$ cat config.mk
export PLATFORM = sky130hd
export DESIGN_NAME = plc_interrupt_task_dispatcher
export DESIGN_NICKNAME = d
export VERILOG_FILES = /design/src/logic/plc_dispatch_pkg.sv /design/src/logic/task_table_mem.sv /design/src/logic/periodic_timer.sv /design/src/logic/plc_interrupt_task_dispatcher.sv
export VERILOG_INCLUDE_DIRS = /design/src /design/src/logic
export SDC_FILE = /design/constraint.sdc
export NUM_CORES = 2
export LEC_CHECK = 0
export BUFFER_PORTS_ARGS = -buffer_cell sky130_fd_sc_hd__clkbuf_2
export CORE_AREA = 8 8 323 325
export CTS_CLUSTER_DIAMETER = 50
export DETAILED_ROUTE_END_ITERATION = 8
export DIE_AREA = 0 0 331 333
export PLACE_DENSITY_LB_ADDON = 0.05
export SYNTH_ARGS = -nofsm -noshare
export SYNTH_HDL_FRONTEND = slang
export SYNTH_SLANG_ARGS = --single-unit
$ cat constraint.sdc
create_clock -name clk_i -period 74.7 [get_ports clk_i]
set_input_delay 0 -clock clk_i [delete_from_list [all_inputs] [get_ports clk_i]]
set_output_delay 0 -clock clk_i [all_outputs]
set_load 0.05 [all_outputs]
$ cat src/logic/plc_dispatch_regs.svh
// Offsets, field positions, reset values and timing counts of the
// interrupt task dispatcher.
// Assumes inclusion by bare name from the dispatcher design files.
`ifndef PLC_DISPATCH_REGS_SVH
`define PLC_DISPATCH_REGS_SVH

// Setup words on the configuration port
`define TB_SETUP_ADDR 8'hC3
`define PWR_SETUP_ADDR 8'hE1
`define TB_RESET 16'h0000
`define PWR_RESET 16'h0000
`define TB_FIELD_MSB 3
`define PWR_EN_BIT 15
`define PWR_DLY_MSB 7
`define PWR_DLY_MAX 8'h0A

// Time base codes
`define TB_CODE_10MS 4'h0
`define TB_CODE_1MS 4'h1
`define TB_CODE_100US 4'h2

// Timing: fine tick of 0.1 ms, 10 fine ticks per ms
`define CLK_PERIOD_NS 10
`define FINE_TICK_NS 100000
`define MS_NS 1000000
`define TICKS_10MS 7'h64
`define TICKS_1MS 7'h0A
`define TICKS_100US 7'h01
`define PWR_DEFAULT_MS 10

// Interrupt numbers of the mask-setting operation
`define MASK_MOD0_NUM 8'h00
`define MASK_MOD1_NUM 8'h01
`define PER0_NUM 8'h04
`define PER1_NUM 8'h05
`define MASK_RESET 32'hFFFFFFFF

// Task numbers
`define PWR_TASK 8'h01
`define PER0_TASK 8'h02
`define PER1_TASK 8'h03
`define IO_TASK_BASE 8'h64
`define IO_INPUTS 32

`endif

$ cat src/logic/plc_dispatch_pkg.sv
// Types shared by the interrupt task dispatcher files.
// Assumes nothing beyond a SystemVerilog compiler.
package plc_dispatch_pkg;

  typedef enum logic [1:0] {
    TB_10MS,
    TB_1MS,
    TB_100US
  } tb_unit_e;

  typedef enum {
    ST_IDLE,
    ST_LOOK,
    ST_CHECK,
    ST_RUN,
    ST_HALT
  } disp_state_e;

  // External request as presented by a rack module
  typedef struct packed {
    logic [2:0] slot;
    logic [7:0] num;
  } ext_req_s;

  // Command towards the task execution engine
  typedef struct packed {
    logic start;
    logic abort;
    logic [7:0] num;
  } task_cmd_s;

endpackage : plc_dispatch_pkg

$ cat src/logic/task_table_mem.sv
// Table of which of the 256 interrupt tasks exist in the program.
// Assumes writes from program load logic on the same clock.
`timescale 1ns/10ps
module task_table_mem (
  input wire logic clk_i,
  input wire logic rst_n_i,
  input wire logic we_i,
  input wire logic [7:0] waddr_i,
  input wire logic wbit_i,
  input wire logic [7:0] raddr_i,
  output logic rdata_o
);

  logic [255:0] mem_ff;
  logic [255:0] nxt_mem;
  logic rd_ff;
  logic nxt_rd;

  // Read returns the old entry on a same-cycle write
  always_comb begin
    nxt_mem = mem_ff;
    if (we_i) begin
      nxt_mem[waddr_i] = wbit_i;
    end
    nxt_rd = mem_ff[raddr_i];
  end

  // Cleared at reset so that no task counts as present
  always_ff @(posedge clk_i or negedge rst_n_i) begin
    if (!rst_n_i) begin
      mem_ff <= '0;
      rd_ff <= 1'b0;
    end else begin
      mem_ff <= nxt_mem;
      rd_ff <= nxt_rd;
    end
  end

  assign rdata_o = rd_ff;

endmodule : task_table_mem

$ cat src/logic/periodic_timer.sv
// One periodic interrupt timer: time base prescaler and interval count.
// Assumes a one-cycle fine tick every 0.1 ms from the parent.
`timescale 1ns/10ps
module periodic_timer
  import plc_dispatch_pkg::*;
(
  input wire logic clk_i,
  input wire logic rst_n_i,
  input wire logic fine_tick_i,
  input wire tb_unit_e unit_i,
  input wire logic [15:0] interval_i,
  input wire logic run_i,
  output logic fire_o
);

`include "plc_dispatch_regs.svh"

  logic [6:0] pre_ff;
  logic [6:0] nxt_pre;
  logic [15:0] cnt_ff;
  logic [15:0] nxt_cnt;
  logic fire_ff;
  logic nxt_fire;
  logic [6:0] lim;

  // Interval is interval_i units of the selected base
  always_comb begin
    nxt_pre = pre_ff;
    nxt_cnt = cnt_ff;
    nxt_fire = 1'b0;
    unique case (unit_i)
      TB_1MS: lim = `TICKS_1MS;
      TB_100US: lim = `TICKS_100US;
      default: lim = `TICKS_10MS;
    endcase
    if (!run_i) begin
      nxt_pre = '0;
      nxt_cnt = '0;
    end else if (fine_tick_i) begin
      if (pre_ff >= lim - 7'h01) begin
        nxt_pre = '0;
        if (cnt_ff >= interval_i - 16'h0001) begin
          nxt_cnt = '0;
          nxt_fire = 1'b1;
        end else begin
          nxt_cnt = cnt_ff + 16'h0001;
        end
      end else begin
        nxt_pre = pre_ff + 7'h01;
      end
    end
  end

  always_ff @(posedge clk_i or negedge rst_n_i) begin
    if (!rst_n_i) begin
      pre_ff <= '0;
      cnt_ff <= '0;
      fire_ff <= 1'b0;
    end else begin
      pre_ff <= nxt_pre;
      cnt_ff <= nxt_cnt;
      fire_ff <= nxt_fire;
    end
  end

  assign fire_o = fire_ff;

endmodule : periodic_timer

$ cat src/logic/plc_interrupt_task_dispatcher.sv
// Interrupt task dispatcher: gathers input, periodic, power-loss and
// external requests and starts numbered interrupt tasks one at a time.
// Assumes pins from outside the clock domain and a task engine on clk_i
// that pulses task_done_i when a started task ends.
`timescale 1ns/10ps

// Function
// Interrupt task may start anytime in scan
// Enabled input reading ON dispatches its task
// Module inputs map to tasks 100-131
// Input interrupts disabled until mask set
// Mask bits 0-15 match inputs 0-15
// Mask bit zero enables, one masks
// Missing task on fire: fatal error, halt
// Periodic numbers 4,5 dispatch tasks 2,3
// Periodic disabled until interval and base set; code needs only a nonzero interval, base resets to 10ms
// Enabled periodic dispatches at fixed interval
// Time base codes 10ms, 1ms, 0.1ms
// Interval equals count times time base
// Power loss dispatches task 1 after delay
// Power task finishes within 10ms minus delay
// External requests 0-255 always enabled
// Requests from slots beyond limit ignored
// Duplex configuration disables all dispatch
// Shared number dispatches one same task
// Power loss terminates running task, no resume
// Interrupts during task wait until finish
// Power task enable bit and delay field
module plc_interrupt_task_dispatcher
  import plc_dispatch_pkg::*;
#(
  parameter int FINE_TICK_CYC = 100000 / 10,
  parameter int MAX_SLOT = 4,
  parameter int FAST_TB_EN = 1,
  parameter int PWR_DEFAULT_MS = 10
) (
  input wire logic clk_i,
  input wire logic rst_n_i,
  input wire logic cfg_we_i,
  input wire logic [7:0] cfg_addr_i,
  input wire logic [15:0] cfg_wdata_i,
  output logic [15:0] cfg_rdata_o,
  input wire logic mask_op_i,
  input wire logic [7:0] mask_op_num_i,
  input wire logic [15:0] mask_op_data_i,
  input wire logic task_tbl_we_i,
  input wire logic [7:0] task_tbl_addr_i,
  input wire logic task_tbl_bit_i,
  input wire logic [31:0] io_irq_i,
  input wire logic ext_req_valid_i,
  input wire ext_req_s ext_req_i,
  input wire logic power_fail_i,
  input wire logic duplex_mode_i,
  input wire logic task_done_i,
  output task_cmd_s task_cmd_o,
  output logic busy_o,
  output logic fatal_error_o,
  output logic [7:0] fatal_task_o
);

`include "plc_dispatch_regs.svh"

  localparam int SW = 46;

  logic [1:0] rst_sync_ff;
  logic rst_n;
  logic [SW-1:0] sync1_ff;
  logic [SW-1:0] sync2_ff;
  logic [SW-1:0] sync3_ff;
  logic [31:0] io_s;
  logic [31:0] io_prev;
  logic ext_v_s;
  logic ext_v_prev;
  ext_req_s ext_s;
  logic pwr_s;
  logic duplex_s;

  // Reset release through two flops; assertion stays asynchronous
  always_ff @(posedge clk_i or negedge rst_n_i) begin
    if (!rst_n_i) begin
      rst_sync_ff <= 2'h0;
    end else begin
      rst_sync_ff <= {rst_sync_ff[0], 1'b1};
    end
  end
  assign rst_n = rst_sync_ff[1];

  // All pins pass two flops; the third stage only feeds edge detection
  always_ff @(posedge clk_i or negedge rst_n) begin
    if (!rst_n) begin
      sync1_ff <= '0;
      sync2_ff <= '0;
      sync3_ff <= '0;
    end else begin
      sync1_ff <= {duplex_mode_i, power_fail_i, ext_req_i,
                   ext_req_valid_i, io_irq_i};
      sync2_ff <= sync1_ff;
      sync3_ff <= sync2_ff;
    end
  end
  assign io_s = sync2_ff[31:0];
  assign io_prev = sync3_ff[31:0];
  assign ext_v_s = sync2_ff[32];
  assign ext_v_prev = sync3_ff[32];
  assign ext_s = sync2_ff[43:33];
  assign pwr_s = sync2_ff[44];
  assign duplex_s = sync2_ff[45];

  // Setup words, masks and periodic intervals
  logic [15:0] tb_reg_ff, nxt_tb_reg;
  logic [15:0] pwr_reg_ff, nxt_pwr_reg;
  logic [15:0] rdata_ff, nxt_rdata;
  logic [31:0] mask_ff, nxt_mask;
  logic [15:0] ival0_ff, nxt_ival0;
  logic [15:0] ival1_ff, nxt_ival1;
  tb_unit_e unit;

  always_comb begin
    nxt_tb_reg = tb_reg_ff;
    nxt_pwr_reg = pwr_reg_ff;
    nxt_mask = mask_ff;
    nxt_ival0 = ival0_ff;
    nxt_ival1 = ival1_ff;
    nxt_rdata = 16'h0000; // Unmapped words read as zero
    if (cfg_we_i && cfg_addr_i == `TB_SETUP_ADDR) begin
      nxt_tb_reg = cfg_wdata_i;
    end
    if (cfg_we_i && cfg_addr_i == `PWR_SETUP_ADDR) begin
      nxt_pwr_reg = cfg_wdata_i;
    end
    if (cfg_addr_i == `TB_SETUP_ADDR) begin
      nxt_rdata = tb_reg_ff;
    end else if (cfg_addr_i == `PWR_SETUP_ADDR) begin
      nxt_rdata = pwr_reg_ff;
    end
    if (mask_op_i) begin
      unique case (mask_op_num_i)
        `MASK_MOD0_NUM: nxt_mask[15:0] = mask_op_data_i;
        `MASK_MOD1_NUM: nxt_mask[31:16] = mask_op_data_i;
        `PER0_NUM: nxt_ival0 = mask_op_data_i;
        `PER1_NUM: nxt_ival1 = mask_op_data_i;
        default: ;
      endcase
    end
  end

  // Masks start all set and intervals zero, so no input or periodic interrupt fires
  always_ff @(posedge clk_i or negedge rst_n) begin
    if (!rst_n) begin
      tb_reg_ff <= `TB_RESET;
      pwr_reg_ff <= `PWR_RESET;
      rdata_ff <= 16'h0000;
      mask_ff <= `MASK_RESET;
      ival0_ff <= 16'h0000;
      ival1_ff <= 16'h0000;
    end else begin
      tb_reg_ff <= nxt_tb_reg;
      pwr_reg_ff <= nxt_pwr_reg;
      rdata_ff <= nxt_rdata;
      mask_ff <= nxt_mask;
      ival0_ff <= nxt_ival0;
      ival1_ff <= nxt_ival1;
    end
  end

  // Code 02 is honoured only where the fast base exists
  always_comb begin
    unique case (tb_reg_ff[`TB_FIELD_MSB:0])
      `TB_CODE_1MS: unit = TB_1MS;
      `TB_CODE_100US: unit = (FAST_TB_EN != 0) ? TB_100US : TB_10MS;
      default: unit = TB_10MS;
    endcase
  end

  // Fine tick divider and millisecond prescaler
  logic [15:0] div_ff, nxt_div;
  logic tick_ff, nxt_tick;
  logic [6:0] ms_pre_ff, nxt_ms_pre;
  logic ms_tick_ff, nxt_ms_tick;

  always_comb begin
    nxt_div = div_ff + 16'h0001;
    nxt_tick = 1'b0;
    nxt_ms_pre = ms_pre_ff;
    nxt_ms_tick = 1'b0;
    if (div_ff >= 16'(FINE_TICK_CYC - 1)) begin
      nxt_div = 16'h0000;
      nxt_tick = 1'b1;
    end
    if (tick_ff) begin
      if (ms_pre_ff >= `TICKS_1MS - 7'h01) begin
        nxt_ms_pre = 7'h00;
        nxt_ms_tick = 1'b1;
      end else begin
        nxt_ms_pre = ms_pre_ff + 7'h01;
      end
    end
  end

  always_ff @(posedge clk_i or negedge rst_n) begin
    if (!rst_n) begin
      div_ff <= 16'h0000;
      tick_ff <= 1'b0;
      ms_pre_ff <= 7'h00;
      ms_tick_ff <= 1'b0;
    end else begin
      div_ff <= nxt_div;
      tick_ff <= nxt_tick;
      ms_pre_ff <= nxt_ms_pre;
      ms_tick_ff <= nxt_ms_tick;
    end
  end

  // Two periodic timers; a zero interval keeps a timer stopped
  logic [1:0] per_fire;
  logic [15:0] ival [2];
  assign ival[0] = ival0_ff;
  assign ival[1] = ival1_ff;

  genvar g;
  generate
    for (g = 0; g < 2; g++) begin : g_per
      periodic_timer u_timer (
        .clk_i(clk_i),
        .rst_n_i(rst_n),
        .fine_tick_i(tick_ff),
        .unit_i(unit),
        .interval_i(ival[g]),
        .run_i(ival[g] != 16'h0000),
        .fire_o(per_fire[g])
      );
    end
  endgenerate

  // Power loss: default detection time plus delay, fired once per loss
  logic [7:0] pwr_ms_ff, nxt_pwr_ms;
  logic pwr_done_ff, nxt_pwr_done;
  logic pwr_fire;
  logic [7:0] dly;

  always_comb begin
    dly = pwr_reg_ff[`PWR_DLY_MSB:0];
    if (dly > `PWR_DLY_MAX) begin
      dly = `PWR_DLY_MAX;
    end
    nxt_pwr_ms = pwr_ms_ff;
    nxt_pwr_done = pwr_done_ff;
    pwr_fire = 1'b0;
    if (!pwr_s || !pwr_reg_ff[`PWR_EN_BIT]) begin
      nxt_pwr_ms = 8'h00;
      nxt_pwr_done = 1'b0;
    end else if (!pwr_done_ff) begin
      if (pwr_ms_ff >= 8'(PWR_DEFAULT_MS) + dly) begin
        pwr_fire = !duplex_s;
        nxt_pwr_done = 1'b1;
      end else if (ms_tick_ff) begin
        nxt_pwr_ms = pwr_ms_ff + 8'h01;
      end
    end
  end

  always_ff @(posedge clk_i or negedge rst_n) begin
    if (!rst_n) begin
      pwr_ms_ff <= 8'h00;
      pwr_done_ff <= 1'b0;
    end else begin
      pwr_ms_ff <= nxt_pwr_ms;
      pwr_done_ff <= nxt_pwr_done;
    end
  end

  // Requests collected per task number, so sources sharing a number meet
  logic [255:0] req;
  always_comb begin
    req = '0;
    for (int i = 0; i < `IO_INPUTS; i++) begin
      if (io_s[i] && !io_prev[i] && !mask_ff[i]) begin
        req[`IO_TASK_BASE + 8'(i)] = 1'b1;
      end
    end
    if (per_fire[0]) begin
      req[`PER0_TASK] = 1'b1;
    end
    if (per_fire[1]) begin
      req[`PER1_TASK] = 1'b1;
    end
    if (ext_v_s && !ext_v_prev &&
        ext_s.slot <= 3'(MAX_SLOT)) begin
      req[ext_s.num] = 1'b1;
    end
    if (duplex_s) begin
      req = '0;
    end
  end

  // Dispatch: pending set, lowest number first, one task at a time
  disp_state_e state_ff, nxt_state;
  logic [255:0] pend_ff, nxt_pend;
  logic [7:0] sel_ff, nxt_sel;
  logic [7:0] low;
  logic tbl_hit;
  task_cmd_s cmd_ff, nxt_cmd;
  logic busy_ff, nxt_busy;
  logic fatal_ff, nxt_fatal;
  logic [7:0] ftask_ff, nxt_ftask;

  task_table_mem u_table (
    .clk_i(clk_i),
    .rst_n_i(rst_n),
    .we_i(task_tbl_we_i),
    .waddr_i(task_tbl_addr_i),
    .wbit_i(task_tbl_bit_i),
    .raddr_i(sel_ff),
    .rdata_o(tbl_hit)
  );

  always_comb begin
    low = 8'h00;
    for (int i = 255; i >= 0; i--) begin
      if (pend_ff[i]) begin
        low = 8'(i);
      end
    end
    nxt_state = state_ff;
    nxt_pend = pend_ff;
    nxt_sel = sel_ff;
    nxt_cmd = '{start: 1'b0, abort: 1'b0, num: cmd_ff.num};
    nxt_fatal = fatal_ff;
    nxt_ftask = ftask_ff;
    unique case (state_ff)
      ST_IDLE: begin
        if (|pend_ff && !duplex_s) begin
          nxt_sel = low;
          nxt_pend[low] = 1'b0;
          nxt_state = ST_LOOK;
        end
      end
      ST_LOOK: nxt_state = ST_CHECK;
      ST_CHECK: begin
        if (tbl_hit) begin
          nxt_cmd.start = 1'b1;
          nxt_cmd.num = sel_ff;
          nxt_state = ST_RUN;
        end else begin
          nxt_fatal = 1'b1;
          nxt_ftask = sel_ff;
          nxt_state = ST_HALT;
        end
      end
      ST_RUN: begin
        if (task_done_i) begin
          nxt_state = ST_IDLE;
        end
      end
      ST_HALT: ;
    endcase
    // Power loss overrides everything but a halt or duplex mode; the aborted task is not resumed
    if (pwr_fire && state_ff != ST_HALT) begin
      nxt_cmd.abort = (state_ff == ST_RUN);
      nxt_pend = '0;
      nxt_sel = `PWR_TASK;
      nxt_state = ST_LOOK;
    end
    // New requests are OR-ed last so a set beats the dispatch clear
    if (state_ff != ST_HALT) begin
      nxt_pend = nxt_pend | req;
    end
    nxt_busy = (nxt_state != ST_IDLE);
  end

  always_ff @(posedge clk_i or negedge rst_n) begin
    if (!rst_n) begin
      state_ff <= ST_IDLE;
      pend_ff <= '0;
      sel_ff <= 8'h00;
      cmd_ff <= '0;
      busy_ff <= 1'b0;
      fatal_ff <= 1'b0;
      ftask_ff <= 8'h00;
    end else begin
      state_ff <= nxt_state;
      pend_ff <= nxt_pend;
      sel_ff <= nxt_sel;
      cmd_ff <= nxt_cmd;
      busy_ff <= nxt_busy;
      fatal_ff <= nxt_fatal;
      ftask_ff <= nxt_ftask;
    end
  end

  assign cfg_rdata_o = rdata_ff;
  assign task_cmd_o = cmd_ff;
  assign busy_o = busy_ff;
  assign fatal_error_o = fatal_ff;
  assign fatal_task_o = ftask_ff;

endmodule : plc_interrupt_task_dispatcher

==> summary.txt <==
Run status
  • Status: finished, final reports clean

Synth
  • Register area share after synthesis: 0.506
  • Share of synthesized flip-flops with an asynchronous set or reset: 1.00
  • Complex-gate fraction of the synthesized area: 0.120
  • Largest family of logic cells by synthesized area: simple AND/OR/NAND/NOR gates
  • Seq cells post-synth: 894
  • Synth warnings: 0
  • Dominant cells by area after synthesis: dfrtp_1, mux2_2, nand2_1
  • Post-Synth Simple-Gate Area: 0.169
  • Cell with the most instances after synthesis: dfrtp_1
  • Number of flops mapped to enable cells by yosys: 0
  • Multiplexer area fraction after synthesis: 0.138
  • Top_reg_cell synth: dfrtp_1
  • Synth top cells by count: dfrtp_1, nand2_1, mux2_2, clkbuf_1, nor2_1
  • Adder-cell share of the synthesized area: 0.0189
  • Synth top area share: 0.487
  • Cells after Synth: 4,163
  • Distinct cell type count after synthesis: 84
  • Synth Area in XOR/XNOR: 0.0135
  • Avg Inst Size Synth: approximately 11 um^2
  • Post-synth top area cell: dfrtp_1
  • Post-Syn Area: 0.0443 mm^2

Global routing
  • Total GRT Usage: 0.272
  • Total grt overflow: 0
  • Pin count of the biggest net entering global routing: 154
  • Vias in the first global route: 35,885
  • First-pass GRT wire length: 232 mm
  • Initial antenna violation count: 2

Timing
  • Crit share post-route: 0.0779
  • Slew margin rel.: 0.0725
  • Setup TNS: 0 ns
  • Fin. Hold Viols: 0
  • RSZ-0062 raised after global routing: no
  • Final min period: 5.82 ns
  • Setup Skew: 0.0334 ns
  • Setup ws final: 68.88 ns
  • Fmax: 0.172 GHz
  • Endpoints failing setup: 0
  • Worst slew pin tran: 1.38 ns
  • Final Max Tran Viols: 0

Floorplanning
  • Die height: 333 um
  • Ports: 145
  • Die W: 331 um
  • # rows: 116
  • Starting Density: 0.446
  • Core area: around 0.1 mm^2
  • DIE AREA: 0.110 mm^2

Setup path
  • CP max FO: 22
  • Worst R2R Start: pend_ff[174]$_DFF_PN0_
  • Critical setup path kind: reg2reg
  • Startpoint types: register
  • Crit path required time: 75.25 ns
  • CP Launch Point: pend_ff[174]$_DFF_PN0_
  • Endpoint class of the critical path: register
  • R2R Setup Slk: roughly 69 ns
  • WP data arrival: 6.38 ns

Finish
  • FF/Latch Area: about 0.022 mm^2
  • Finished Cell Area: approximately 0.052 mm^2
  • Ratio of cells with drive above 1 in the final layout: 0.217
  • Fillcell total: 8,950
  • Nets@finish: 4,547
  • Area of the multi-input gates: 0.0204 mm^2
  • Area Growth Syn to Fin: 17.7%

Power and ir drop
  • PnR Total Power: 1.23 mW
  • P_leak: approximately 23 nW
  • Clock share of power: 0.512
  • Switching fraction of total power: 0.246
  • Net Switching: about 300 uW
  • Seq pwr share: 0.421
  • Internal power: around 920 uW
  • Combinational share of power: 0.068
  • Max IR drop VDD: 0.0181 mV
  • Power Dens Cells: 23.5 mW/mm^2

Place
  • Pre-CTS setup slack: 69.17 ns
  • Gpl congestion: 1.01
  • Placed cell areas: 0.0462 mm^2
  • Final HPWL DP: 98.9 mm
  • Number of port buffers: 144

Clocking
  • Root Driver: clkbuf_16
  • CTS tree: built
  • Num CTS Buffers: ~120
  • Clock-pin slew on the worst setup and hold paths: 0.06 ns
  • Clk_lat worst skew: around 0.72 ns
  • Clock sinks: around 890
  • # H-tree levels: 3
  • Post-CTS setup buffer count: 0
  • Gates resized, CTS repair: 0
  • Longest Clk Path Bufs: 3

Detailed routing
  • Antenna Nets Post-Route: 0
  • Max Used Layer: met4
  • Met1 wire length: roughly 65 mm
  • WL final: 153 mm
  • WL met2: 71.4 mm
  • Met3 Routed Length: 9.40 mm
  • Initial DRC Count: 3,293
  • Wire per inst: about 26 um
  • Via count: approximately 36,000
  • Drt pass-1 iters: 6
  • DRC Markers: 0
  • DR vias/cell: between 6 and 7

Worst hold path
  • Hold_sp: task_tbl_bit_i
  • Hold Path Class: in2reg

Run
  • Max Cap Violations: 0
-- power by group through the flow --
stage	clock network (mW)	logic [mW]	registers (mW)
floorplan	0	0.0469	0.526
global placement	0	0.0779	0.524
detailed placement	0	0.0787	0.524
CTS	0.637	0.0848	0.516
global route	0.656	0.0927	0.518
finish	0.627	0.0831	0.516
-- cells by family (layout without fill, tap and decap cells) --
logic type | count (synthesis) | after routing
adders and majority gates | 67 | 67
and+or+nand+nor | 1510 | 1510
other | 2 | 11
xor gates and xnor gates | 68 | 68
muxes | 456 | 456
AOI/OAI and AO/OA | 757 | 757
DFF | 894 | 894
buffers and inverters | 409 | 712
-- registers in the layout (all words and copies together), names as in the netlist, 32 cells and up --
signal / count
sync2_ff: 46
state_ff: 32
sync1_ff: 46
g_per.u_timer.cnt_ff: 32
u_table.mem_ff: 256
pend_ff: 256
mask_ff: 32
sync3_ff: 33
-- layout by cell type, fill, tap and decap left out, types with 122 or more instances in the layout --
| cell type | instances |
|---|---|
| dfrtp_1 | 859 |
| nand2_1 | 518 |
| mux2_2 | 366 |
| nor2_1 | 236 |
| nor4_1 | 227 |
| o22ai_1 | 145 |
| dlygate4sd3_1 | 143 |
| clkbuf_2 | 143 |
| inv_1 | 126 |
| clkbuf_16 | 122 |
-- repair_timing --
action / in CTS / in global routing
hold buffers: 143 / 0
endpoints found under the hold margin: 272 / 0
setup endpoints to repair: 0 / 0
-- worst max-delay path, stage by stage (launching register included) --
cell	delay, ns
dfrtp_1	0.49
nor4_1	1.12
nand4_1	0.64
nor2_1	0.25
o21ai_0	0.28
a311oi_1	0.60
nor2_1	0.38
o31a_2	0.67
buf_4	0.33
nor3_1	0.67
o21ai_0	0.21
-- through the flow --
step | hold WS [ns] | cells | util
after global placement | -0.212 | 5403 | 0.466
after floorplan | -0.296 | 4171 | -
after global routing | 0.0269 | 5772 | 0.525
after detailed placement | -0.212 | 5403 | 0.466
after CTS | 0.000905 | 5772 | 0.525
final | 0.0323 | 5773 | 0.525
-- area by class of cell --
cell class | count | area share
timing repair buffer | 359 | 0.0521
tap | 1298 | 0.0312
multi-input combinational | 2868 | 0.392
clock buffer | 150 | 0.0643
inverter | 127 | 0.00915
clock inverter | 76 | 0.0203
antenna | 1 | 0.0000480
sequential | 894 | 0.430
-- per-layer routing --
metal,global-route usage,up-vias
met5,0,-
met4,0.109,0
met3,0.0482,371
met2,0.434,1297
met1,0.367,18033
li1,-,15930
-- worst paths after layout --
check | to | cells past startpoint
min reg2reg | sync2_ff[42]$_DFF_PN0_ | 0
max reg2reg | pend_ff[194]$_DFF_PN0_ | 10
max | pend_ff[194]$_DFF_PN0_ | 10
min in group asynchronous | rst_sync_ff[0]$_DFF_PN0_ | 3
min | u_table.mem_ff[71]$_DFFE_PN0P_ | 2
max in group asynchronous | pend_ff[253]$_DFF_PN0_ | 4
Power figures use the tool's default switching activity.
